## src/shared/hop_clock_pkg.sv

```systemverilog
package hop_clock_pkg;
  // oscillator cycle period in core clocks at mid-scale (400 kHz nominal at 100 MHz)
  localparam int          CLK_PERIOD_NS      = 10;
  localparam int          NOMINAL_PERIOD_NS  = 2500;
  localparam int          NOMINAL_CYCLES     = NOMINAL_PERIOD_NS / CLK_PERIOD_NS;
  // hop spread limit in percent of nominal
  localparam int          SPREAD_PERCENT     = 5;
  localparam int          SPREAD_CYCLES      = (NOMINAL_CYCLES * SPREAD_PERCENT) / 100;
  // hop counter and shift register
  localparam int          HOP_WIDTH          = 4;
  localparam logic [3:0]  HOP_MID            = 4'h8;
  localparam int          LFSR_WIDTH         = 12;
  localparam logic [11:0] LFSR_SEED          = 12'h0001;
  // taps 12,6,4,1 give a maximal-length sequence
  localparam logic [11:0] LFSR_TAPS          = 12'h0829;
  // sync edge detection window and qualification counts
  localparam int          SYNC_WINDOW_NS     = 10000;
  localparam int          SYNC_WINDOW_CYCLES = SYNC_WINDOW_NS / CLK_PERIOD_NS;
  localparam int          SYNC_LOCK_EDGES    = 4;
  localparam int          SYNC_LEVEL_CYCLES  = 4;

  typedef enum logic [1:0] {
    SYNC_LOW,
    SYNC_HIGH,
    SYNC_EXTERNAL
  } sync_mode_type;
endpackage : hop_clock_pkg

```

## src/rtl/spread_spectrum_clock_select.sv

```systemverilog
`timescale 1ns/1ps
module spread_spectrum_clock_select
  import hop_clock_pkg::*;
#(
  parameter bit SPREAD_FITTED = 1'b1,
  parameter int LOCK_EDGES    = SYNC_LOCK_EDGES,
  parameter int WINDOW_CYCLES = SYNC_WINDOW_CYCLES
) (
  // clock and reset
  input  wire logic       CORE_CLK,
  input  wire logic       SYS_RST,
  // sync pin level (open reads low through the pulldown)
  input  wire logic       SYNC_IN,
  // load current condition per channel
  input  wire logic       LIGHT_LOAD_A,
  input  wire logic       LIGHT_LOAD_B,
  // oscillator control
  output logic [3:0]      HOP_VECTOR,
  output logic            FREQUENCY_HOP_SPREAD_ACTIVE,
  // channel clocks
  output logic            STEP_DOWN_CHANNEL_A_CLK,
  output logic            STEP_DOWN_CHANNEL_B_CLK,
  // mode status
  output logic            EXTERNAL_CLOCK_LOCKED,
  output logic            LIGHT_LOAD_SAVING_ALLOWED,
  output logic            PULSE_SKIP_OPERATION_A,
  output logic            PULSE_SKIP_OPERATION_B,
  output logic            SINK_ENABLE_A,
  output logic            SINK_ENABLE_B
);
  initial begin
    if (LOCK_EDGES < 2 || LOCK_EDGES > 15) $error("LOCK_EDGES must be 2..15");
    if (WINDOW_CYCLES < 2 || WINDOW_CYCLES > 4096) $error("WINDOW_CYCLES must be 2..4096");
  end

  function automatic logic [11:0] period_for(input logic [3:0] hop);
    // linear map of 16 steps onto +/- spread around nominal
    logic [15:0] span;
    span = 16'(hop) * 16'(2 * SPREAD_CYCLES) / 16'd15;
    return 12'(NOMINAL_CYCLES - SPREAD_CYCLES) + span[11:0];
  endfunction : period_for

  // sync edge qualification
  logic                sync_prev_reg;
  logic [11:0]         gap_reg;
  logic [11:0]         gap_next;
  logic [3:0]          edge_count_reg;
  logic [3:0]          edge_count_next;
  logic                locked_reg;
  logic                locked_next;
  logic [2:0]          level_count_reg;
  sync_mode_type       mode_reg;
  sync_mode_type       mode_next;
  wire                 rise;
  wire                 gap_expired;
  wire                 sync_steady;

  assign rise        = SYNC_IN && !sync_prev_reg;
  assign gap_expired = (gap_reg >= 12'(WINDOW_CYCLES - 1));
  assign gap_next    = rise ? 12'h000 : (gap_expired ? gap_reg : gap_reg + 12'h001);
  // only edges spaced within the window count toward lock
  assign edge_count_next = gap_expired ? (rise ? 4'h1 : 4'h0) :
                           (rise && edge_count_reg != 4'hF) ? edge_count_reg + 4'h1 :
                           edge_count_reg;
  assign locked_next = gap_expired ? 1'b0 :
                       (edge_count_reg >= 4'(LOCK_EDGES)) ? 1'b1 : locked_reg;
  // a few equal samples keep the level decision from chattering
  assign sync_steady = (level_count_reg == 3'(SYNC_LEVEL_CYCLES - 1));
  assign mode_next   = locked_next ? SYNC_EXTERNAL :
                       (!sync_steady && mode_reg != SYNC_EXTERNAL) ? mode_reg :
                       SYNC_IN ? SYNC_HIGH : SYNC_LOW;

  always_ff @(posedge CORE_CLK) begin
    if (SYS_RST) begin
      sync_prev_reg   <= 1'b0;
      gap_reg         <= 12'h000;
      edge_count_reg  <= 4'h0;
      locked_reg      <= 1'b0;
      level_count_reg <= 3'h0;
      mode_reg        <= SYNC_LOW;
    end else begin
      sync_prev_reg   <= SYNC_IN;
      gap_reg         <= gap_next;
      edge_count_reg  <= edge_count_next;
      locked_reg      <= locked_next;
      level_count_reg <= (SYNC_IN != sync_prev_reg) ? 3'h0 :
                         (sync_steady ? level_count_reg : level_count_reg + 3'h1);
      mode_reg        <= mode_next;
    end
  end

  // mode decoding
  wire hop_enable;
  wire saving_allowed;
  assign hop_enable     = SPREAD_FITTED && (mode_reg == SYNC_HIGH);
  assign saving_allowed = (mode_reg == SYNC_LOW);

  // internal oscillator: one period per cycle, period chosen from hop vector
  logic [11:0] osc_count_reg;
  logic [11:0] period_reg;
  wire  [3:0]  hop_vector;
  wire         osc_wrap;
  wire         half_point;
  wire  [11:0] osc_count_next;

  assign osc_wrap       = (osc_count_reg >= period_reg - 12'h001);
  // one early so the registered b pulse lands half a period, rounded down for odd periods, after a
  assign half_point     = (osc_count_reg == (period_reg >> 1) - 12'h001);
  assign osc_count_next = osc_wrap ? 12'h000 : osc_count_reg + 12'h001;

  hop_sequencer #(
    .LFSR_BITS    (LFSR_WIDTH)
  ) u_hop (
    .clk          (CORE_CLK),
    .rst          (SYS_RST),
    .enable       (hop_enable),
    .advance      (osc_wrap),
    .hop_vector   (hop_vector),
    .direction_up ()
  );

  always_ff @(posedge CORE_CLK) begin
    if (SYS_RST) begin
      osc_count_reg <= 12'h000;
      period_reg    <= 12'(NOMINAL_CYCLES);
    end else begin
      osc_count_reg <= osc_count_next;
      // a new period every cycle; mid-scale gives the nominal 400 kHz
      if (osc_wrap) begin
        period_reg <= hop_enable ? period_for(hop_vector) : 12'(NOMINAL_CYCLES);
      end
    end
  end

  // channel start pulses: external rising edge or internal wrap
  wire a_start;
  wire ext_half;
  logic [11:0] ext_count_reg;
  logic [11:0] ext_period_reg;
  assign a_start  = (mode_reg == SYNC_EXTERNAL) ? rise : osc_wrap;
  // halfway point of the measured external period places channel b
  assign ext_half = (ext_count_reg == (ext_period_reg >> 1) - 12'h001) &&
                    (ext_period_reg > 12'h001);

  always_ff @(posedge CORE_CLK) begin
    if (SYS_RST) begin
      ext_count_reg  <= 12'h000;
      ext_period_reg <= 12'h000;
    end else if (rise) begin
      ext_count_reg  <= 12'h000;
      ext_period_reg <= ext_count_reg + 12'h001;
    end else if (ext_count_reg != 12'hFFF) begin
      ext_count_reg  <= ext_count_reg + 12'h001;
    end
  end

  wire b_start;
  assign b_start = (mode_reg == SYNC_EXTERNAL) ? ext_half : half_point;

  // registered outputs
  always_ff @(posedge CORE_CLK) begin
    if (SYS_RST) begin
      HOP_VECTOR                  <= HOP_MID;
      FREQUENCY_HOP_SPREAD_ACTIVE <= 1'b0;
      STEP_DOWN_CHANNEL_A_CLK     <= 1'b0;
      STEP_DOWN_CHANNEL_B_CLK     <= 1'b0;
      EXTERNAL_CLOCK_LOCKED       <= 1'b0;
      LIGHT_LOAD_SAVING_ALLOWED   <= 1'b0;
      PULSE_SKIP_OPERATION_A      <= 1'b0;
      PULSE_SKIP_OPERATION_B      <= 1'b0;
      SINK_ENABLE_A               <= 1'b1;
      SINK_ENABLE_B               <= 1'b1;
    end else begin
      HOP_VECTOR                  <= hop_vector;
      FREQUENCY_HOP_SPREAD_ACTIVE <= hop_enable;
      STEP_DOWN_CHANNEL_A_CLK     <= a_start;
      STEP_DOWN_CHANNEL_B_CLK     <= b_start;
      EXTERNAL_CLOCK_LOCKED       <= (mode_reg == SYNC_EXTERNAL);
      LIGHT_LOAD_SAVING_ALLOWED   <= saving_allowed;
      PULSE_SKIP_OPERATION_A      <= saving_allowed && LIGHT_LOAD_A;
      PULSE_SKIP_OPERATION_B      <= saving_allowed && LIGHT_LOAD_B;
      // pulse-skip is source only; continuous conduction may sink
      SINK_ENABLE_A               <= !(saving_allowed && LIGHT_LOAD_A);
      SINK_ENABLE_B               <= !(saving_allowed && LIGHT_LOAD_B);
    end
  end
endmodule : spread_spectrum_clock_select

```

## src/rtl/hop_sequencer.sv

```systemverilog
`timescale 1ns/1ps
module hop_sequencer
  import hop_clock_pkg::*;
#(
  parameter int LFSR_BITS = LFSR_WIDTH
) (
  input  wire logic             clk,
  input  wire logic             rst,
  input  wire logic             enable,
  input  wire logic             advance,
  output logic [HOP_WIDTH-1:0]  hop_vector,
  output logic                  direction_up
);
  initial begin
    if (LFSR_BITS != 12) $error("hop_sequencer supports a 12-bit shift register only");
  end

  logic [LFSR_BITS-1:0] lfsr_reg;
  logic [LFSR_BITS-1:0] lfsr_next;
  logic [HOP_WIDTH-1:0] count_reg;
  logic [HOP_WIDTH-1:0] count_next;
  wire                  feedback;
  wire                  at_top;
  wire                  at_bottom;

  // galois-free xor of tapped bits; seed nonzero so it never locks up
  assign feedback  = ^(lfsr_reg & LFSR_TAPS);
  assign lfsr_next = advance ? {lfsr_reg[LFSR_BITS-2:0], feedback} : lfsr_reg;
  assign at_top    = (count_reg == 4'hF);
  assign at_bottom = (count_reg == 4'h0);
  // hold at the ends rather than wrap, so the period never jumps full scale
  assign count_next = !enable ? HOP_MID :
                      !advance ? count_reg :
                      (lfsr_reg[LFSR_BITS-1] && !at_top) ? count_reg + 4'h1 :
                      (!lfsr_reg[LFSR_BITS-1] && !at_bottom) ? count_reg - 4'h1 :
                      count_reg;

  always_ff @(posedge clk) begin
    if (rst) begin
      lfsr_reg  <= LFSR_SEED;
      count_reg <= HOP_MID;
    end else begin
      lfsr_reg  <= lfsr_next;
      count_reg <= count_next;
    end
  end

  assign hop_vector   = count_reg;
  assign direction_up = lfsr_reg[LFSR_BITS-1];
endmodule : hop_sequencer

```

## config.mk

```make
export PLATFORM = sky130hd
export DESIGN_NAME = spread_spectrum_clock_select
export DESIGN_NICKNAME = d
export VERILOG_FILES = /design/src/shared/hop_clock_pkg.sv /design/src/rtl/spread_spectrum_clock_select.sv /design/src/rtl/hop_sequencer.sv
export SDC_FILE = /design/constraint.sdc
export NUM_CORES = 1
export LEC_CHECK = 0
export BUFFER_PORTS_ARGS = -buffer_cell sky130_fd_sc_hd__buf_2
export CORE_MARGIN = 2
export CORE_UTILIZATION = 44
export DETAILED_ROUTE_END_ITERATION = 16
export GPL_ROUTABILITY_DRIVEN = 1
export PLACE_DENSITY_LB_ADDON = 0.25
export SLEW_MARGIN = 20
export SYNTH_ARGS = -nofsm -noshare
export SYNTH_HDL_FRONTEND = slang
export SYNTH_SLANG_ARGS = --single-unit
export TNS_END_PERCENT = 1
```

## constraint.sdc

```tcl
create_clock -name CORE_CLK -period 14.7 [get_ports CORE_CLK]
set_input_delay 0.735 -clock CORE_CLK [delete_from_list [all_inputs] [get_ports CORE_CLK]]
set_output_delay 0.735 -clock CORE_CLK [all_outputs]
set_load 0.01 [all_outputs]
```

# After elaboration in Yosys (flattened, before gate mapping)
# Index checks and enable logic that the tools add are counted.
[totals]
ff_bits = 100
inputBits = 5
out_inout_bits = 13
elab_cells = 91
[classes]
add_sub_neg = 11
multipliers = 1
n_div = 1
magnitude_cmp = 4
n_eq_ne = 11
n_mux = 13
bitwise = 1
reduce_logical = 26
[ops]
columns = ["operator", "n"]
rows = [
  ["adder 12 x 1 -> 12 bit, second input constant", 3],
  ["== test 12 bit", 2],
  ["subtractor 11 x 1 -> 12 bit, second input constant", 2],
  ["divider 9 x 4 -> 16 bit, second input constant", 1],
  ["two-way mux 4 bit", 4],
  ["adder 8 x 12 -> 12 bit, first input constant", 1],
  ["greater-or-equal comparator 12 x 10 -> 1 bit, second input constant", 1],
  ["greater-or-equal comparator 12 bit", 1],
  ["> comparator 12 x 1 -> 1 bit, second input constant", 1],
  ["two-way mux 12 bit", 1],
  ["!= test 12 bit, second input constant", 1],
  ["parity 12 bit", 1],
  ["subtractor 12 x 1 -> 12 bit, second input constant", 1],
  ["OR reduction 2 bit", 5],
  ["adder 4 x 1 -> 4 bit, second input constant", 2],
  ["logical AND 1 bit", 8],
  ["logical NOT 1 bit", 7],
  ["multiplier 4 x 2 -> 6 bit, second input constant", 1],
  ["two-way mux 1 bit", 6],
  ["== test 4 bit, second input constant", 1],
  ["greater-or-equal comparator 4 x 3 -> 1 bit, second input constant", 1],
  ["logical NOT 4 bit", 1],
  ["two-way mux 2 bit", 2],
  ["!= test 2 bit, second input constant", 2],
  ["11 further kinds", 12],
]

# Longest topological paths before layout
[depth]
ltp_word = 5
ltp_mapped = 26
ltp_nobuf = 25

# Hierarchy
# Synthesis repeated with hierarchy kept, for this count alone.
[unflattened]
hier_cells = 690
hier_area_um2 = 5816.8
[modules_own_cells]
columns = ["module", "instances", "cells_per_inst", "area_per_inst_um2", "seq_area_each_um2"]
rows = [
  ["spread_spectrum_clock_select", 1, 613, 5071.1, 1601.5],
  ["hop_sequencer", 1, 77, 745.7, 320.3],
]

# Worst setup path after synthesis
# OpenSTA, ideal clock, no wires.
[synth_path]
kind = "reg2reg"
start = "register u_hop.count_reg[0], in the netlist u_hop.hop_vector[0]"
end = "register period_reg[5]"
setup_ps = 58
arrival_time_ps = 5027
t_required_ps = 14642
path_slack_ps = 9614
stages_incl_launch_ff = 27
n_path_buf = 1
synth_period_minus_slack_ps = 5086
cell_sequence = "dfxtp_1 ha_1 fa_1 xor2_2 o211ai_1 nor2_2 xnor2_1 mux2i_1 ha_1 nand2_2 nor3_2 and2_1 buf_6 a21oi_1 ha_1 o31a_1 o21a_1 o21ai_1 xor2_1 ha_1 o21ai_0 a21oi_1 o211a_1 ha_1 a22oi_1 o21ai_0 o21a_1"
[synth_between]
elab_chain_len = 4
[synth_rtl]
columns = ["element", "line_no", "text"]
rows = [
  ["start: declaration", "hop_sequencer.sv:20", "logic [HOP_WIDTH-1:0] count_reg;"],
  ["start signal: assignment", "hop_sequencer.sv:44", "count_reg <= count_next;"],
  ["multiplier 4 x 2 -> 6 bit", "spread_spectrum_clock_select.sv:39", "span = 16'(hop) * 16'(2 * SPREAD_CYCLES) / 16'd15;"],
  ["divider 9 x 4 -> 16 bit", "spread_spectrum_clock_select.sv:39", ""],
  ["adder 8 x 12 -> 12 bit", "spread_spectrum_clock_select.sv:40", "return 12'(NOMINAL_CYCLES - SPREAD_CYCLES) + span[11:0];"],
  ["two-way mux 12 bit", "spread_spectrum_clock_select.sv:130", "period_reg <= hop_enable ? period_for(hop_vector) : 12'(NOMINAL_CYCLES);"],
  ["end signal: assignment", "spread_spectrum_clock_select.sv:125", "period_reg <= 12'(NOMINAL_CYCLES);"],
  ["end signal: assignment", "spread_spectrum_clock_select.sv:130", ""],
  ["end: declaration", "spread_spectrum_clock_select.sv:100", "logic [11:0] period_reg;"],
]
# Every way passes these cells.
# A chain may end at the register's enable or synchronous reset.

# Worst setup path in the final report
# Same ends and word-level chain as after synthesis.

==> flow_summary.ini <==
[run_status]
status = complete, no violations

[worst_setup_path]
path_max_fanout = 12
cp.arrival_ps = 6690
path_buf_inv = 0
critPathTopFamily = compound AO/OA/AOI/OAI gates
cp-start-kind = register
cpPeakStageDelay_ps = 630
cp_data_required_time_ps = 14990
cp_common_cell = ha_1
end_kind = register
crit_slowest_cell = dfxtp_1
crit_type = register to register

[synth]
ys_warn_count = 0
syn_area_um2 = 5719
yosysUniqueCellTypes = 76
synth_area_per_cell_um2 = 8.473
synth_edf_count = 0
synthArstFlopShare_pct = 0
synth_cells = 675
syn_nets = 720
synth-seq-cells = 96
synth-seq-area-share_pct = 33.60
synth-main-ff-cell = dfxtp_1

[final_layout]
finish.net_count = 716
post-route-util_pct = 48.25
fill_cells = 1260
area_growth_pct = 6.891
regArea_um2 = 1922
final_cells = 846
final_area_um2 = 6113
insertedDiodeCount = 0
drive_gt1_share_pct = 7.418
multi_input_area_um2 = 3521

[global_routing]
grt_pass1_vias = 4653
grt_pass1_wl_um = 21260
antenna_found_initial = 0
grt_overflow_total = 0
grt_use_total_pct = 18.31
grt_max_degree = 45

[place]
place_inst = 832
gp_congestion = 0.9030
place_ws_ps = 8452
io_buffer_count = 17
dp_hpwl_um = 8989
postPlaceCellArea_um2 = 5852

[sta]
period_needed_ps = 6401
worstMarginPinSlew_ps = 997.0
setup_viol_count_final = 0
rsz0062_at_grt = no
finClkSkew_ps = 8.979
fmax_ghz = 0.1562
slew_viol_final = 0
maxSlewHeadroom_pct = 33.53
fin_crit_sh_pct = 43.55
hold_viol = 0
finalSetupTns_ps = 0
setup_slack_ps = 8299

[detailed_routing]
wl_um = 12120
dr.pass1.iters = 5
drc = 0
drt-initial-drc-count = 272
antenna_left = 0
vias = 4609
route.detailed.vias_per_inst = 5.448
route.detailed.wl_per_inst_um = 14.33

[job]
cap_violations = 0

[die]
start_util_pct = 45.14
die_w_um = 118.0
core_area_um2 = 12670
dieArea_um2 = 13930
num_rows = 41
fp.dieH_um = 118.0
ios = 18

[cts]
clkTransAtPathRegs_ps = 70
clock_path_buffers = 2
htree_num_levels = 3
cts_tree = yes
cts_hold_buf = 0
cts_resized = 0
numCtsBuffers = 9
clock_sinks = 96
clk_latency_ps = 340
cts-root-buf = clkbuf_16
postCtsSetupRepairBufs = 0

[power]
power_density_nw_per_um2 = 84.14
vdd_drop_max_mv = 0.07043
p_leak_nw = 2.391

[min_path]
hp-class = register to register
-- layout by cell type (no fill, tap or decap), types with 17 or more instances in the layout --
cell type  instances
ha_1              38
a21oi_1           36
inv_1             29
xor2_1            37
buf_2             17
xnor2_1           39
nor3_1            19
nor2_1            85
o21ai_0           30
nand3_1           21
mux2i_1           18
dfxtp_1           96
nand2_1           48
-- cell usage after synthesis, types with 9 or more instances --
master / n / area, um2
xor2_1: 37 / 324.1
dfxtp_1: 96 / 1922
and3_1: 10 / 62.56
nor4_1: 9 / 56.30
nand3_1: 21 / 105.1
a211oi_1: 13 / 97.59
clkbuf_1: 19 / 71.32
inv_1: 29 / 108.9
nor3_1: 19 / 95.09
ha_1: 38 / 475.5
xnor2_1: 39 / 341.6
o21ai_0: 30 / 150.1
a21oi_1: 36 / 180.2
mux2i_1: 18 / 180.2
nor2_1: 85 / 319.1
nand2_1: 48 / 180.2
-- worst reg2reg max path, delay by kind of cell, from the launching register on --
family | cells | cell delay, ps
flip-flops | 1 | 630
AO/OA/AOI/OAI | 11 | 1880
adder cells (fa/ha/maj) | 6 | 1820
AND/OR/NAND/NOR | 4 | 1070
XOR/XNOR | 3 | 730
multiplexers | 1 | 200
-- final timing paths --
kind | cells after the start | from | slack, ps | to
worst min register to register | 2 | gap_reg[11]$_SDFFE_PP0P_ | 440 | gap_reg[11]$_SDFFE_PP0P_
worst max register to register | 25 | u_hop.hop_vector[0]$_SDFFE_PP0P_ | 8300 | period_reg[5]$_SDFFE_PP1P_
worst max-delay path | 25 | u_hop.hop_vector[0]$_SDFFE_PP0P_ | 8300 | period_reg[5]$_SDFFE_PP1P_
worst min-delay path | 2 | gap_reg[11]$_SDFFE_PP0P_ | 440 | gap_reg[11]$_SDFFE_PP0P_
-- stage by stage --
step	total power, mW	hold WS, ps
global route	0.5380	481.5
detailed placement	0.3095	436.6
global placement	0.3080	424.2
floorplan	0.3020	417.7
CTS	0.5221	446.6
finish	0.5144	444.3
-- power breakdown --
part | switching [mW] | internal, mW
Clock | 0.0974 | 0.114
Combinational | 0.0180 | 0.0143
Sequential | 0.00561 | 0.265
-- cell type report --
type | count | share of cell area [%]
repair buffers | 17 | 1.392
well taps | 172 | 3.520
clock inverters | 4 | 0.5321
clock buffers | 10 | 3.745
inverters | 29 | 1.781
multi-input cells | 518 | 57.59
flip-flops and latches | 96 | 31.44
-- cells by family after synthesis --
group                      Yosys count  synth area share (%)
AOI/OAI and AO/OA                  141                 16.93
xor gates and xnor gates            77                 11.92
adders and majority gates           40                 9.013
buffers and inverters               61                 4.835
DFF                                 96                 33.60
muxes                               19                 3.347
and+or+nand+nor                    241                 20.35
-- per-layer routing --
metal	GRT usage [%]	part of all wire, %	up-vias
li1	-	-	2354
met1	22.74	47	2163
met2	30.74	47	70
met3	4.312	3.4	22
met4	6.928	2.1	0
met5	0	0	-
(Power assumes the default switching activity.)
